### src/rtl/tcch_pkg.sv
/*
  Shared constants and types of the tag configuration command handler:
  register map, status codes, option codes and lengths, setting reset values.
  Assumes nothing beyond a SystemVerilog compiler.
*/
package tcch_pkg;
  // register map, byte addresses on the AXI4-Lite port
  localparam int          ADDR_W      = 12;
  localparam logic [11:0] ADDR_CTRL   = 12'h000;
  localparam logic [11:0] ADDR_STATUS = 12'h004;
  localparam logic [11:0] ADDR_SET0   = 12'h008;
  localparam logic [11:0] ADDR_SET1   = 12'h00C;
  localparam logic [11:0] ADDR_RESP0  = 12'h010;
  localparam logic [11:0] ADDR_BUF    = 12'h040;
  localparam int          BUF_WORDS   = 9;
  localparam int          FRAME_BYTES = 36;

  // register select codes
  localparam logic [3:0] SEL_NONE = 4'h0;
  localparam logic [3:0] SEL_CTRL = 4'h1;
  localparam logic [3:0] SEL_STAT = 4'h2;
  localparam logic [3:0] SEL_SET0 = 4'h3;
  localparam logic [3:0] SEL_SET1 = 4'h4;
  localparam logic [3:0] SEL_RESP = 4'h5;
  localparam logic [3:0] SEL_BUF  = 4'h6;

  // field positions
  localparam int CTRL_START_BIT = 0;
  localparam int CTRL_LEN_LSB   = 8;
  localparam int STAT_BUSY_BIT  = 0;
  localparam int STAT_DONE_BIT  = 1;

  localparam logic [1:0] RESP_OKAY   = 2'h0;
  localparam logic [1:0] RESP_SLVERR = 2'h2;

  // frame codes and status
  localparam logic [7:0] CMD_ADDL_FRAME = 8'hAF;
  localparam logic [7:0] CMD_CONFIG_SET = 8'h5C;
  localparam logic [7:0] SW1_OK         = 8'h91;
  localparam logic [7:0] ST_OK          = 8'h00;
  localparam logic [7:0] ST_LENGTH      = 8'h7E;
  localparam logic [7:0] ST_AUTH        = 8'hAE;
  localparam logic [7:0] ST_MEMORY      = 8'hEE;
  localparam logic [7:0] ST_PARAM       = 8'h9E;
  localparam logic [5:0] AUTH2_LEN      = 6'h21;
  localparam logic [4:0] PROOF_BYTES    = 5'h10;

  // options and data lengths
  localparam logic [7:0] OPT_TAG  = 8'h00;
  localparam logic [7:0] OPT_SM   = 8'h04;
  localparam logic [7:0] OPT_CAP  = 8'h05;
  localparam logic [7:0] OPT_FAIL = 8'h0A;
  localparam logic [7:0] OPT_HW   = 8'h0B;
  localparam logic [3:0] LEN_TAG  = 4'h1;
  localparam logic [3:0] LEN_SM   = 4'h2;
  localparam logic [3:0] LEN_CAP  = 4'hA;
  localparam logic [3:0] LEN_FAIL = 4'h5;
  localparam logic [3:0] LEN_HW   = 4'h1;
  localparam logic [7:0] TAGCFG_RSVD_MASK = 8'hFD;

  typedef struct packed {
    logic [15:0] fail_count_decrement;
    logic [15:0] fail_count_limit;
    logic [7:0]  cap6;
    logic [7:0]  cap5;
    logic        hw_strong;
    logic        fail_counter_enable;
    logic        leakage_resilient_mode;
    logic        chain_write_block;
    logic        random_identity_select;
  } tcch_settings_t;

  localparam tcch_settings_t SETTINGS_RST = '{
    fail_count_decrement: 16'h000A,
    fail_count_limit:     16'h03E8,
    cap6: 8'h00, cap5: 8'h00, hw_strong: 1'b1, fail_counter_enable: 1'b1,
    leakage_resilient_mode: 1'b0, chain_write_block: 1'b0,
    random_identity_select: 1'b0};
endpackage : tcch_pkg

### src/rtl/tcch_frame_mem.sv
/*
  Frame buffer: byte-writable word memory with a registered read port.
  Assumes the caller keeps waddr and raddr below DEPTH.
*/
`timescale 1ns/1ps
`default_nettype none
module tcch_frame_mem #(
  parameter int DW    = 32,
  parameter int DEPTH = 9,
  parameter int AW    = 4
) (
  // clock
  input  wire logic          aclk,
  // write port
  input  wire logic [DW/8-1:0] we,
  input  wire logic [AW-1:0] waddr,
  input  wire logic [DW-1:0] wdata,
  // read port
  input  wire logic [AW-1:0] raddr,
  output logic      [DW-1:0] rdata_q
);
  logic [DW-1:0] mem_q [0:DEPTH-1];

  always_ff @(posedge aclk) begin
    for (int i = 0; i < DW/8; i++) begin
      if (we[i]) begin
        mem_q[waddr][8*i +: 8] <= wdata[8*i +: 8];
      end
    end
    rdata_q <= mem_q[raddr];
  end
endmodule : tcch_frame_mem
`default_nettype wire

### src/rtl/tcch_top.sv
/*
  Tag configuration command handler: second exchange of the repeat
  resilient authentication and the configuration set command, behind an
  AXI4-Lite slave. Assumes the frame layer writes a plaintext frame into
  the buffer, a crypto engine checks the reader proof, and a non-volatile
  store commits settings; all on aclk.
*/
`timescale 1ns/1ps
`default_nettype none
module tcch_top (
  // clock and reset
  input  wire logic         aclk,
  input  wire logic         aresetn,
  // axi4-lite slave
  input  wire logic [11:0]  s_axi_awaddr,
  input  wire logic         s_axi_awvalid,
  output logic              s_axi_awready,
  input  wire logic [31:0]  s_axi_wdata,
  input  wire logic [3:0]   s_axi_wstrb,
  input  wire logic         s_axi_wvalid,
  output logic              s_axi_wready,
  output logic [1:0]        s_axi_bresp,
  output logic              s_axi_bvalid,
  input  wire logic         s_axi_bready,
  input  wire logic [11:0]  s_axi_araddr,
  input  wire logic         s_axi_arvalid,
  output logic              s_axi_arready,
  output logic [31:0]       s_axi_rdata,
  output logic [1:0]        s_axi_rresp,
  output logic              s_axi_rvalid,
  input  wire logic         s_axi_rready,
  // authentication state
  input  wire logic         auth_amk_active,
  input  wire logic         comm_full_active,
  // crypto engine
  output logic              mac_req,
  output logic [127:0]      mac_reader_nonce,
  output logic [127:0]      mac_reader_proof,
  input  wire logic         mac_ack,
  input  wire logic         mac_ok,
  input  wire logic         mac_err,
  input  wire logic [127:0] mac_tag_proof,
  // non-volatile store
  output logic              nv_req,
  output tcch_pkg::tcch_settings_t nv_wdata,
  input  wire logic         nv_ack,
  input  wire logic         nv_err,
  // settings and events
  output tcch_pkg::tcch_settings_t settings,
  output logic              cmd_done
);
  typedef enum logic [5:0] {
    S_IDLE  = 6'h01,
    S_LOAD  = 6'h02,
    S_CHECK = 6'h04,
    S_MAC   = 6'h08,
    S_NVW   = 6'h10,
    S_DONE  = 6'h20
  } tcch_state_t;

  function automatic logic [3:0] reg_sel(input logic [11:0] a);
    if (a == tcch_pkg::ADDR_CTRL)        return tcch_pkg::SEL_CTRL;
    else if (a == tcch_pkg::ADDR_STATUS) return tcch_pkg::SEL_STAT;
    else if (a == tcch_pkg::ADDR_SET0)   return tcch_pkg::SEL_SET0;
    else if (a == tcch_pkg::ADDR_SET1)   return tcch_pkg::SEL_SET1;
    else if (a[11:4] == tcch_pkg::ADDR_RESP0[11:4] && a[1:0] == 2'h0) return tcch_pkg::SEL_RESP;
    else if (a[11:6] == tcch_pkg::ADDR_BUF[11:6] && a[1:0] == 2'h0
             && a[5:2] < 4'(tcch_pkg::BUF_WORDS)) return tcch_pkg::SEL_BUF;
    else return tcch_pkg::SEL_NONE;
  endfunction : reg_sel

  // expected data length per option, zero for reserved options
  function automatic logic [3:0] opt_len(input logic [7:0] o);
    case (o)
      tcch_pkg::OPT_TAG:  return tcch_pkg::LEN_TAG;
      tcch_pkg::OPT_SM:   return tcch_pkg::LEN_SM;
      tcch_pkg::OPT_CAP:  return tcch_pkg::LEN_CAP;
      tcch_pkg::OPT_FAIL: return tcch_pkg::LEN_FAIL;
      tcch_pkg::OPT_HW:   return tcch_pkg::LEN_HW;
      default:            return 4'h0;
    endcase
  endfunction : opt_len

  tcch_state_t              state_q;
  logic [11:0]              awaddr_q;
  logic [31:0]              wdata_q;
  logic [3:0]               wstrb_q;
  logic                     aw_have_q, w_have_q, bvalid_q, rvalid_q;
  logic [1:0]               bresp_q, rresp_q;
  logic [31:0]              rdata_q;
  logic [5:0]               len_q;
  logic                     done_q;
  logic [7:0]               sw2_q;
  logic [4:0]               resp_len_q;
  logic [127:0]             resp_q;
  logic [3:0]               ld_cnt_q;
  logic [8*tcch_pkg::FRAME_BYTES-1:0] frame_q;
  tcch_pkg::tcch_settings_t settings_q;
  tcch_pkg::tcch_settings_t new_q;
  tcch_pkg::tcch_settings_t new_d;
  logic                     cmd_done_q;
  logic [31:0]              mem_rdata;
  logic [7:0]               opt_data [0:9];

  // bus side: a write lands one cycle after both halves are taken
  wire logic [3:0]  wsel     = reg_sel(awaddr_q);
  wire logic [3:0]  rsel     = reg_sel(s_axi_araddr);
  wire logic        do_write = aw_have_q && w_have_q && !bvalid_q;
  wire logic        do_read  = s_axi_arvalid && !rvalid_q;
  wire logic        busy     = state_q != S_IDLE;
  wire logic        start    = do_write && wsel == tcch_pkg::SEL_CTRL && wstrb_q[0]
                               && wdata_q[tcch_pkg::CTRL_START_BIT] && !busy;
  wire logic [31:0] stat_word = {3'b000, resp_len_q, sw2_q, tcch_pkg::SW1_OK, 6'h00,
                                 done_q, busy};
  wire logic [31:0] resp_word = resp_q[{s_axi_araddr[3:2], 5'b00000} +: 32];
  // the frame buffer is write-only from the bus; reads of it return zero
  wire logic [31:0] rd_word =
    (rsel == tcch_pkg::SEL_CTRL) ? {18'h0_0000, len_q, 8'h00} :
    (rsel == tcch_pkg::SEL_STAT) ? stat_word :
    (rsel == tcch_pkg::SEL_SET0) ? settings_q[52:21] :
    (rsel == tcch_pkg::SEL_SET1) ? {11'h000, settings_q[20:0]} :
    (rsel == tcch_pkg::SEL_RESP) ? resp_word : 32'h0000_0000;

  assign s_axi_awready = !aw_have_q && !bvalid_q;
  assign s_axi_wready  = !w_have_q && !bvalid_q;
  assign s_axi_bvalid  = bvalid_q;
  assign s_axi_bresp   = bresp_q;
  assign s_axi_arready = !rvalid_q;
  assign s_axi_rvalid  = rvalid_q;
  assign s_axi_rdata   = rdata_q;
  assign s_axi_rresp   = rresp_q;

  // frame fields: command byte, option byte, then the data bytes
  wire logic [7:0] f_cmd = frame_q[7:0];
  wire logic [7:0] f_opt = frame_q[15:8];
  for (genvar k = 0; k < 10; k++) begin : g_data
    assign opt_data[k] = frame_q[16 + 8*k +: 8];
  end

  // configuration checks, in the order the status codes take precedence
  wire logic [5:0] dlen     = len_q - 6'h02;
  wire logic [3:0] exp_len  = opt_len(f_opt);
  wire logic       opt_rsvd = exp_len == 4'h0;
  wire logic       auth_ok  = auth_amk_active && comm_full_active;
  wire logic       len_bad  = dlen != {2'b00, exp_len};
  wire logic       tag_bad  = f_opt == tcch_pkg::OPT_TAG
                              && (opt_data[0] & tcch_pkg::TAGCFG_RSVD_MASK) != 8'h00;
  wire logic       lim_bad  = f_opt == tcch_pkg::OPT_FAIL && opt_data[0][0]
                              && {opt_data[2], opt_data[1]} == 16'h0000;
  wire logic [7:0] cfg_status = opt_rsvd ? tcch_pkg::ST_PARAM :
                                !auth_ok ? tcch_pkg::ST_AUTH :
                                len_bad  ? tcch_pkg::ST_LENGTH :
                                (tag_bad || lim_bad) ? tcch_pkg::ST_PARAM : tcch_pkg::ST_OK;

  // new settings start from the stored copy; zero tag, sm and resilient bits mean no change
  always_comb begin
    new_d = settings_q;
    case (f_opt)
      tcch_pkg::OPT_TAG: begin
        new_d.random_identity_select = settings_q.random_identity_select | opt_data[0][1];
      end
      tcch_pkg::OPT_SM: begin
        new_d.chain_write_block = settings_q.chain_write_block | opt_data[0][2];
      end
      tcch_pkg::OPT_CAP: begin
        // resilient mode is one-way: no encoding clears it
        new_d.leakage_resilient_mode = settings_q.leakage_resilient_mode | opt_data[4][1];
        new_d.cap5 = opt_data[8];
        new_d.cap6 = opt_data[9];
      end
      tcch_pkg::OPT_FAIL: begin
        new_d.fail_counter_enable = opt_data[0][0];
        if (opt_data[0][0]) begin
          new_d.fail_count_limit     = {opt_data[2], opt_data[1]};
          new_d.fail_count_decrement = {opt_data[4], opt_data[3]};
        end
      end
      tcch_pkg::OPT_HW: begin
        new_d.hw_strong = opt_data[0][0];
      end
      default: begin
        new_d = settings_q;
      end
    endcase
  end

  always_ff @(posedge aclk) begin
    if (!aresetn) begin
      aw_have_q <= 1'b0;
      w_have_q  <= 1'b0;
      bvalid_q  <= 1'b0;
      rvalid_q  <= 1'b0;
      bresp_q   <= tcch_pkg::RESP_OKAY;
      rresp_q   <= tcch_pkg::RESP_OKAY;
      rdata_q   <= 32'h0000_0000;
      awaddr_q  <= 12'h000;
      wdata_q   <= 32'h0000_0000;
      wstrb_q   <= 4'h0;
    end else begin
      if (s_axi_awvalid && s_axi_awready) begin
        awaddr_q  <= s_axi_awaddr;
        aw_have_q <= 1'b1;
      end
      if (s_axi_wvalid && s_axi_wready) begin
        wdata_q  <= s_axi_wdata;
        wstrb_q  <= s_axi_wstrb;
        w_have_q <= 1'b1;
      end
      if (do_write) begin
        aw_have_q <= 1'b0;
        w_have_q  <= 1'b0;
        bvalid_q  <= 1'b1;
        bresp_q   <= (wsel == tcch_pkg::SEL_NONE) ? tcch_pkg::RESP_SLVERR : tcch_pkg::RESP_OKAY;
      end else if (bvalid_q && s_axi_bready) begin
        bvalid_q <= 1'b0;
      end
      if (do_read) begin
        rvalid_q <= 1'b1;
        rdata_q  <= rd_word;
        rresp_q  <= (rsel == tcch_pkg::SEL_NONE) ? tcch_pkg::RESP_SLVERR : tcch_pkg::RESP_OKAY;
      end else if (rvalid_q && s_axi_rready) begin
        rvalid_q <= 1'b0;
      end
    end
  end

  // frame loader: registered read port, so each word lands one cycle late
  wire logic [3:0] ld_prev = ld_cnt_q - 4'h1;
  wire logic [3:0] ld_addr = (ld_cnt_q < 4'(tcch_pkg::BUF_WORDS)) ? ld_cnt_q : 4'h0;
  wire logic [3:0] mem_we  = (do_write && wsel == tcch_pkg::SEL_BUF) ? wstrb_q : 4'h0;

  tcch_frame_mem #(
    .DW    (32),
    .DEPTH (tcch_pkg::BUF_WORDS),
    .AW    (4)
  ) i_frame_mem (
    .aclk    (aclk),
    .we      (mem_we),
    .waddr   (awaddr_q[5:2]),
    .wdata   (wdata_q),
    .raddr   (ld_addr),
    .rdata_q (mem_rdata)
  );

  always_ff @(posedge aclk) begin
    if (!aresetn) begin
      state_q    <= S_IDLE;
      len_q      <= 6'h00;
      ld_cnt_q   <= 4'h0;
      frame_q    <= '0;
      done_q     <= 1'b0;
      cmd_done_q <= 1'b0;
      sw2_q      <= tcch_pkg::ST_OK;
      resp_len_q <= 5'h00;
      resp_q     <= '0;
      new_q      <= tcch_pkg::SETTINGS_RST;
      settings_q <= tcch_pkg::SETTINGS_RST;
    end else begin
      cmd_done_q <= 1'b0;
      case (state_q)
        S_IDLE: begin
          if (start) begin
            len_q      <= wdata_q[tcch_pkg::CTRL_LEN_LSB +: 6];
            ld_cnt_q   <= 4'h0;
            done_q     <= 1'b0;
            resp_len_q <= 5'h00;
            state_q    <= S_LOAD;
          end
        end
        S_LOAD: begin
          ld_cnt_q <= ld_cnt_q + 4'h1;
          if (ld_cnt_q != 4'h0) begin
            frame_q[{ld_prev, 5'b00000} +: 32] <= mem_rdata;
          end
          if (ld_cnt_q == 4'(tcch_pkg::BUF_WORDS)) begin
            state_q <= S_CHECK;
          end
        end
        S_CHECK: begin
          if (f_cmd == tcch_pkg::CMD_ADDL_FRAME) begin
            if (len_q != tcch_pkg::AUTH2_LEN) begin
              sw2_q   <= tcch_pkg::ST_LENGTH;
              state_q <= S_DONE;
            end else begin
              state_q <= S_MAC;
            end
          end else if (f_cmd == tcch_pkg::CMD_CONFIG_SET && cfg_status == tcch_pkg::ST_OK) begin
            new_q   <= new_d;
            state_q <= S_NVW;
          end else begin
            sw2_q   <= (f_cmd == tcch_pkg::CMD_CONFIG_SET) ? cfg_status : tcch_pkg::ST_PARAM;
            state_q <= S_DONE;
          end
        end
        S_MAC: begin
          if (mac_ack) begin
            state_q <= S_DONE;
            if (mac_err) begin
              sw2_q <= tcch_pkg::ST_MEMORY;
            end else if (mac_ok) begin
              sw2_q      <= tcch_pkg::ST_OK;
              resp_q     <= mac_tag_proof;
              resp_len_q <= tcch_pkg::PROOF_BYTES;
            end else begin
              sw2_q <= tcch_pkg::ST_AUTH;
            end
          end
        end
        S_NVW: begin
          if (nv_ack) begin
            state_q <= S_DONE;
            if (nv_err) begin
              sw2_q <= tcch_pkg::ST_MEMORY;
            end else begin
              // settings move only once the store has taken them
              sw2_q      <= tcch_pkg::ST_OK;
              settings_q <= new_q;
            end
          end
        end
        S_DONE: begin
          done_q     <= 1'b1;
          cmd_done_q <= 1'b1;
          state_q    <= S_IDLE;
        end
        default: begin
          state_q <= S_IDLE;
        end
      endcase
    end
  end

  assign mac_req          = state_q == S_MAC;
  assign mac_reader_nonce = frame_q[8 +: 128];
  assign mac_reader_proof = frame_q[136 +: 128];
  assign nv_req           = state_q == S_NVW;
  assign nv_wdata         = new_q;
  assign settings         = settings_q;
  assign cmd_done         = cmd_done_q;

  mac_len_a: assert property (@(posedge aclk) disable iff (!aresetn)
    mac_req |-> len_q == tcch_pkg::AUTH2_LEN)
    else $error("proof check started on a wrong-size frame");
  mac_hold_a: assert property (@(posedge aclk) disable iff (!aresetn)
    mac_req && !mac_ack |=> mac_req)
    else $error("proof request dropped before its answer");
  nv_gate_a: assert property (@(posedge aclk) disable iff (!aresetn)
    nv_req |-> auth_amk_active && comm_full_active)
    else $error("settings store requested without authentication");
  commit_first_a: assert property (@(posedge aclk) disable iff (!aresetn)
    $changed(settings_q) |-> $past(nv_ack && !nv_err))
    else $error("settings changed without a store commit");
  lrm_sticky_a: assert property (@(posedge aclk) disable iff (!aresetn)
    settings_q.leakage_resilient_mode |=> settings_q.leakage_resilient_mode)
    else $error("resilient mode was cleared");
  rid_sticky_a: assert property (@(posedge aclk) disable iff (!aresetn)
    settings_q.random_identity_select |=> settings_q.random_identity_select)
    else $error("random identity was cleared");
  limit_nonzero_a: assert property (@(posedge aclk) disable iff (!aresetn)
    settings_q.fail_count_limit != 16'h0000)
    else $error("fail count limit is zero");
  bvalid_hold_a: assert property (@(posedge aclk) disable iff (!aresetn)
    s_axi_bvalid && !s_axi_bready |=> s_axi_bvalid)
    else $error("write response dropped early");

  auth_pass_c: cover property (@(posedge aclk) mac_req && mac_ack && mac_ok);
  cfg_commit_c: cover property (@(posedge aclk) nv_req && nv_ack && !nv_err);
  nv_fail_c: cover property (@(posedge aclk) nv_req && nv_ack && nv_err);
endmodule : tcch_top
`default_nettype wire

### config.mk
export PLATFORM = sky130hd
export DESIGN_NAME = tcch_top
export DESIGN_NICKNAME = d
export VERILOG_FILES = /design/src/rtl/tcch_pkg.sv /design/src/rtl/tcch_frame_mem.sv /design/src/rtl/tcch_top.sv
export SDC_FILE = /design/constraint.sdc
export NUM_CORES = 2
export LEC_CHECK = 0
export BUFFER_PORTS_ARGS = -buffer_cell sky130_fd_sc_hd__clkbuf_2
export CAP_MARGIN = 20
export CORE_ASPECT_RATIO = 1.75
export CORE_MARGIN = 2
export CORE_UTILIZATION = 40
export DETAILED_ROUTE_END_ITERATION = 8
export GPL_TIMING_DRIVEN = 0
export PLACE_DENSITY = 0.64
export SLEW_MARGIN = 20
export SYNTH_ARGS = -nofsm -noshare
export SYNTH_HDL_FRONTEND = slang
export SYNTH_SLANG_ARGS = --single-unit
### constraint.sdc
create_clock -name aclk -period 3.7 [get_ports aclk]
set_input_delay 0.185 -clock aclk [delete_from_list [all_inputs] [get_ports aclk]]
set_output_delay 0.185 -clock aclk [all_outputs]
set_load 0.02 [all_outputs]
==> impl_metrics.json <==
{
  "grtUsageTotal": 0.293,
  "clock_skew_ps": 42.6,
  "seqCellArea_um2": 21500,
  "grt_pass1_wl_mm": 213,
  "static-leakage-power_nw": 18.4,
  "ys_seq_area_frac": 0.555,
  "drv_cap": 0,
  "grt_pass1_vias": 32400,
  "critical_path_class": "flip-flop to flip-flop",
  "final_util": 0.504,
  "syn_area_um2": 38700,
  "multi_input_area_um2": 14000,
  "period_share": 0.944,
  "cp_data_required_time_ps": 4250,
  "routed-via-count": 33500,
  "die_y_um": 415,
  "p_int_mw": 15.7,
  "area_growth_pct": 24.8,
  "clkSlewWorstSetupHoldPaths_ps": 70,
  "start_kind": "flip-flop",
  "ys.flop_type": "dfxtp_1",
  "wl_per_cell_um": 24.3,
  "start_util": 0.404,
  "cts_buffer_depth": 3,
  "p_switching_mw": 4.69,
  "power.share.clock": 0.440,
  "final_max_slew_viol_count": 0,
  "status": "finished, final reports clean",
  "syn_inst": 3937,
  "layout_setup_ws_ps": 209,
  "setup_viol_count_final": 0,
  "cts_root_buf": "clkbuf_16",
  "endpoint_kind": "flip-flop",
  "avgSynthCellArea_um2": 9.82,
  "drive_gt1_frac": 0.259,
  "insertion_delay_ps": 710,
  "final_nets": 5042,
  "dieArea_um2": 99300,
  "io_buffer_count": 602,
  "synth_cell_types": 74,
  "rows": 150,
  "num-fill-cells": 8898,
  "ir_worst_vdd_mv": 0.339,
  "ys_seq_elements": 928,
  "tightest_slew_ps": 1270,
  "synth-edff-count": 288,
  "cts_sinks": 928,
  "power_frac_comb": 0.039,
  "slew_headroom": 0.152,
  "die_w_um": 239,
  "cts_tree": "done",
  "worstRegToRegCells": 14,
  "min_path_cells": 4,
  "crit_arrival_ps": 4040,
  "whs_ps": 87.2,
  "cts_max_level": 3,
  "wirelength_mm": 149,
  "yosysWarningCount": 0,
  "seqPwrFrac": 0.521,
  "grt_max_degree": 17,
  "pre_cts_ws_ps": -1620,
  "swShare": 0.230,
  "vias_per_cell": 5.46,
  "cp_max_fo": 10,
  "min_path_type": "input port to flip-flop",
  "setup_tns_ps": 0,
  "io_pins": 608,
  "first_pass_iters": 7,
  "gp_congestion": 0.938,
  "antenna_found_initial": 7,
  "fin_crit_ps": 3490,
  "rsz0062_at_grt": "no",
  "final_antenna_net_count": 0,
  "core_area_um2": 95700,
  "hpwl_mm": 111,
  "power_density_nw_per_um2": 423,
  "drt_iter0_markers": 2598,
  "cts_buffers": 85,
  "finalHoldViolations": 0,
  "synthArstFlopShare": 0,
  "drc": 0,
  "overflow": 0,
  "fmax_ghz": 0.286
}
## flip-flops by register name, indices dropped and copies added, names as in the netlist, 4 cells and up
| signal | flops |
|---|---|
| ld_cnt_q | 4 |
| nv_wdata | 53 |
| s_axi_rdata | 32 |
| wstrb_q | 4 |
| i_frame_mem.mem_q | 288 |
| len_q | 6 |
| settings | 53 |
| wdata_q | 32 |
| awaddr_q | 12 |
| sw2_q | 5 |
| state_q | 6 |
| frame_q | 264 |
| resp_q | 128 |
| i_frame_mem.rdata_q | 32 |
## layer usage
layer	global-route usage	routed length, um	up-vias	share of wire
li1	-	-	15300	-
met1	0.321	53200	16100	0.36
met2	0.508	73500	1666	0.49
met3	0.0606	11700	440	0.079
met4	0.194	10500	6	0.071
met5	0	37	-	0.00025
## cell type report
class                   instances  share of cell area
multi-input cells            2421               0.291
inverters                      22             0.00171
clock buffers                 119              0.0499
well taps                    1216              0.0315
repair buffers                808               0.105
flip-flops and latches        928               0.445
plain buffers                 567              0.0679
clock inverters                37             0.00775
diodes                          6            0.000311
## synth_stat cells, types with 6 or more instances
library cell,instances,share of area
nand4b_1,7,0.0016
buf_4,265,0.051
o21ai_1,22,0.0028
buf_1,17,0.0017
nand2_1,682,0.066
nand3_1,305,0.039
ha_1,7,0.0023
and2_1,6,0.00097
mux2i_1,79,0.020
clkbuf_1,244,0.024
nand4_1,9,0.0015
nor2_1,139,0.013
a21o_1,6,0.0012
nor3_1,31,0.0040
nor4_1,7,0.0011
a221oi_1,14,0.0032
mux2_2,80,0.023
a22oi_1,14,0.0027
o211ai_1,6,0.0012
and4_1,6,0.0014
buf_2,41,0.0053
inv_1,21,0.0020
o21ai_0,189,0.024
nand2b_1,108,0.017
dfxtp_1,640,0.33
mux4_2,64,0.037
a22o_1,18,0.0041
nor2b_1,10,0.0016
edfxtp_1,288,0.22
a21oi_1,514,0.067
a31oi_1,7,0.0011
## power groups by stage
stage	Sequential, mW	Clock (mW)	Combinational, mW
after floorplan	10.8	0	0.284
after global placement	10.9	0	0.615
after detailed placement	10.9	0	0.615
after CTS	10.6	9.08	0.782
after global routing	10.6	9.46	0.848
final	10.6	8.99	0.794
## what timing repair did
item / in CTS / in global routing
pin swaps: 6 / 4
resized for setup: 56 / 11
buffers inserted: 10 / 4
hold endpoints to repair: 187 / 0
hold buffers: 191 / 0
setup endpoints to repair: 296 / 238
## metrics by stage
step,power [mW],cells,area [um2]
after floorplan,11.1,3938,38700
after detailed placement,11.5,5756,43200
final,20.4,6124,48300
after CTS,20.5,6113,48200
after global routing,20.9,6120,48200
after global placement,11.5,5756,43200
## final timing paths
path	slack, ps	start	end
worst max-delay path	210	ld_cnt_q[0]	i_frame_mem.rdata_q[27]
worst min-delay path	90	mac_err	sw2_q[6]
worst max register to register	210	ld_cnt_q[0]	i_frame_mem.rdata_q[27]
worst min register to register	450	frame_q[2]	frame_q[2]
## worst max-delay path, stage by stage, from the launching register on
cell and delay, ps:
dfxtp_4 400, buf_6 190, buf_4 220, clkbuf_8 230, inv_1 100, ha_1 230, buf_2 190, nor2b_1 190
o21ai_4 180, buf_12 150, buf_6 190, mux4_2 520, nand2_1 100, o21ai_0 100, mux2_2 340
## kinds of logic (layout without fill, tap and decap cells)
family / count (synthesis) / count (layout) / share of synthesized area
AO/OA/AOI/OAI: 829 / 829 / 0.116
flip-flops: 928 / 928 / 0.555
AND/OR/NAND/NOR: 1356 / 1356 / 0.160
buffers and inverters: 589 / 1553 / 0.0842
adder cells (fa/ha/maj): 7 / 7 / 0.00226
XOR/XNOR: 4 / 4 / 0.000906
multiplexers: 223 / 223 / 0.0810
other: 1 / 8 / 0.0000970
## layout by cell type, fill, tap and decap left out, types with 7 or more instances in the layout
| cell type | n |
|---|---|
| nand2_1 | 682 |
| dfxtp_1 | 639 |
| clkbuf_2 | 635 |
| a21oi_1 | 514 |
| nand3_1 | 305 |
| edfxtp_1 | 288 |
| buf_4 | 278 |
| clkbuf_1 | 219 |
| dlygate4sd3_1 | 191 |
| o21ai_0 | 189 |
| nor2_1 | 138 |
| nand2b_1 | 108 |
| clkbuf_16 | 85 |
| mux2_2 | 80 |
| mux2i_1 | 79 |
| mux4_2 | 64 |
| buf_2 | 40 |
| nor3_1 | 30 |
| inv_1 | 21 |
| o21ai_1 | 20 |
| a22o_1 | 18 |
| buf_1 | 17 |
| clkbuf_8 | 16 |
| clkinv_2 | 15 |
| a22oi_1 | 14 |
| a221oi_1 | 14 |
| nor2b_1 | 10 |
| nand4_1 | 9 |
| nor4_1 | 7 |
| nand4b_1 | 7 |
| a31oi_1 | 7 |
| ha_1 | 7 |
Power figures use the tool's default switching activity.
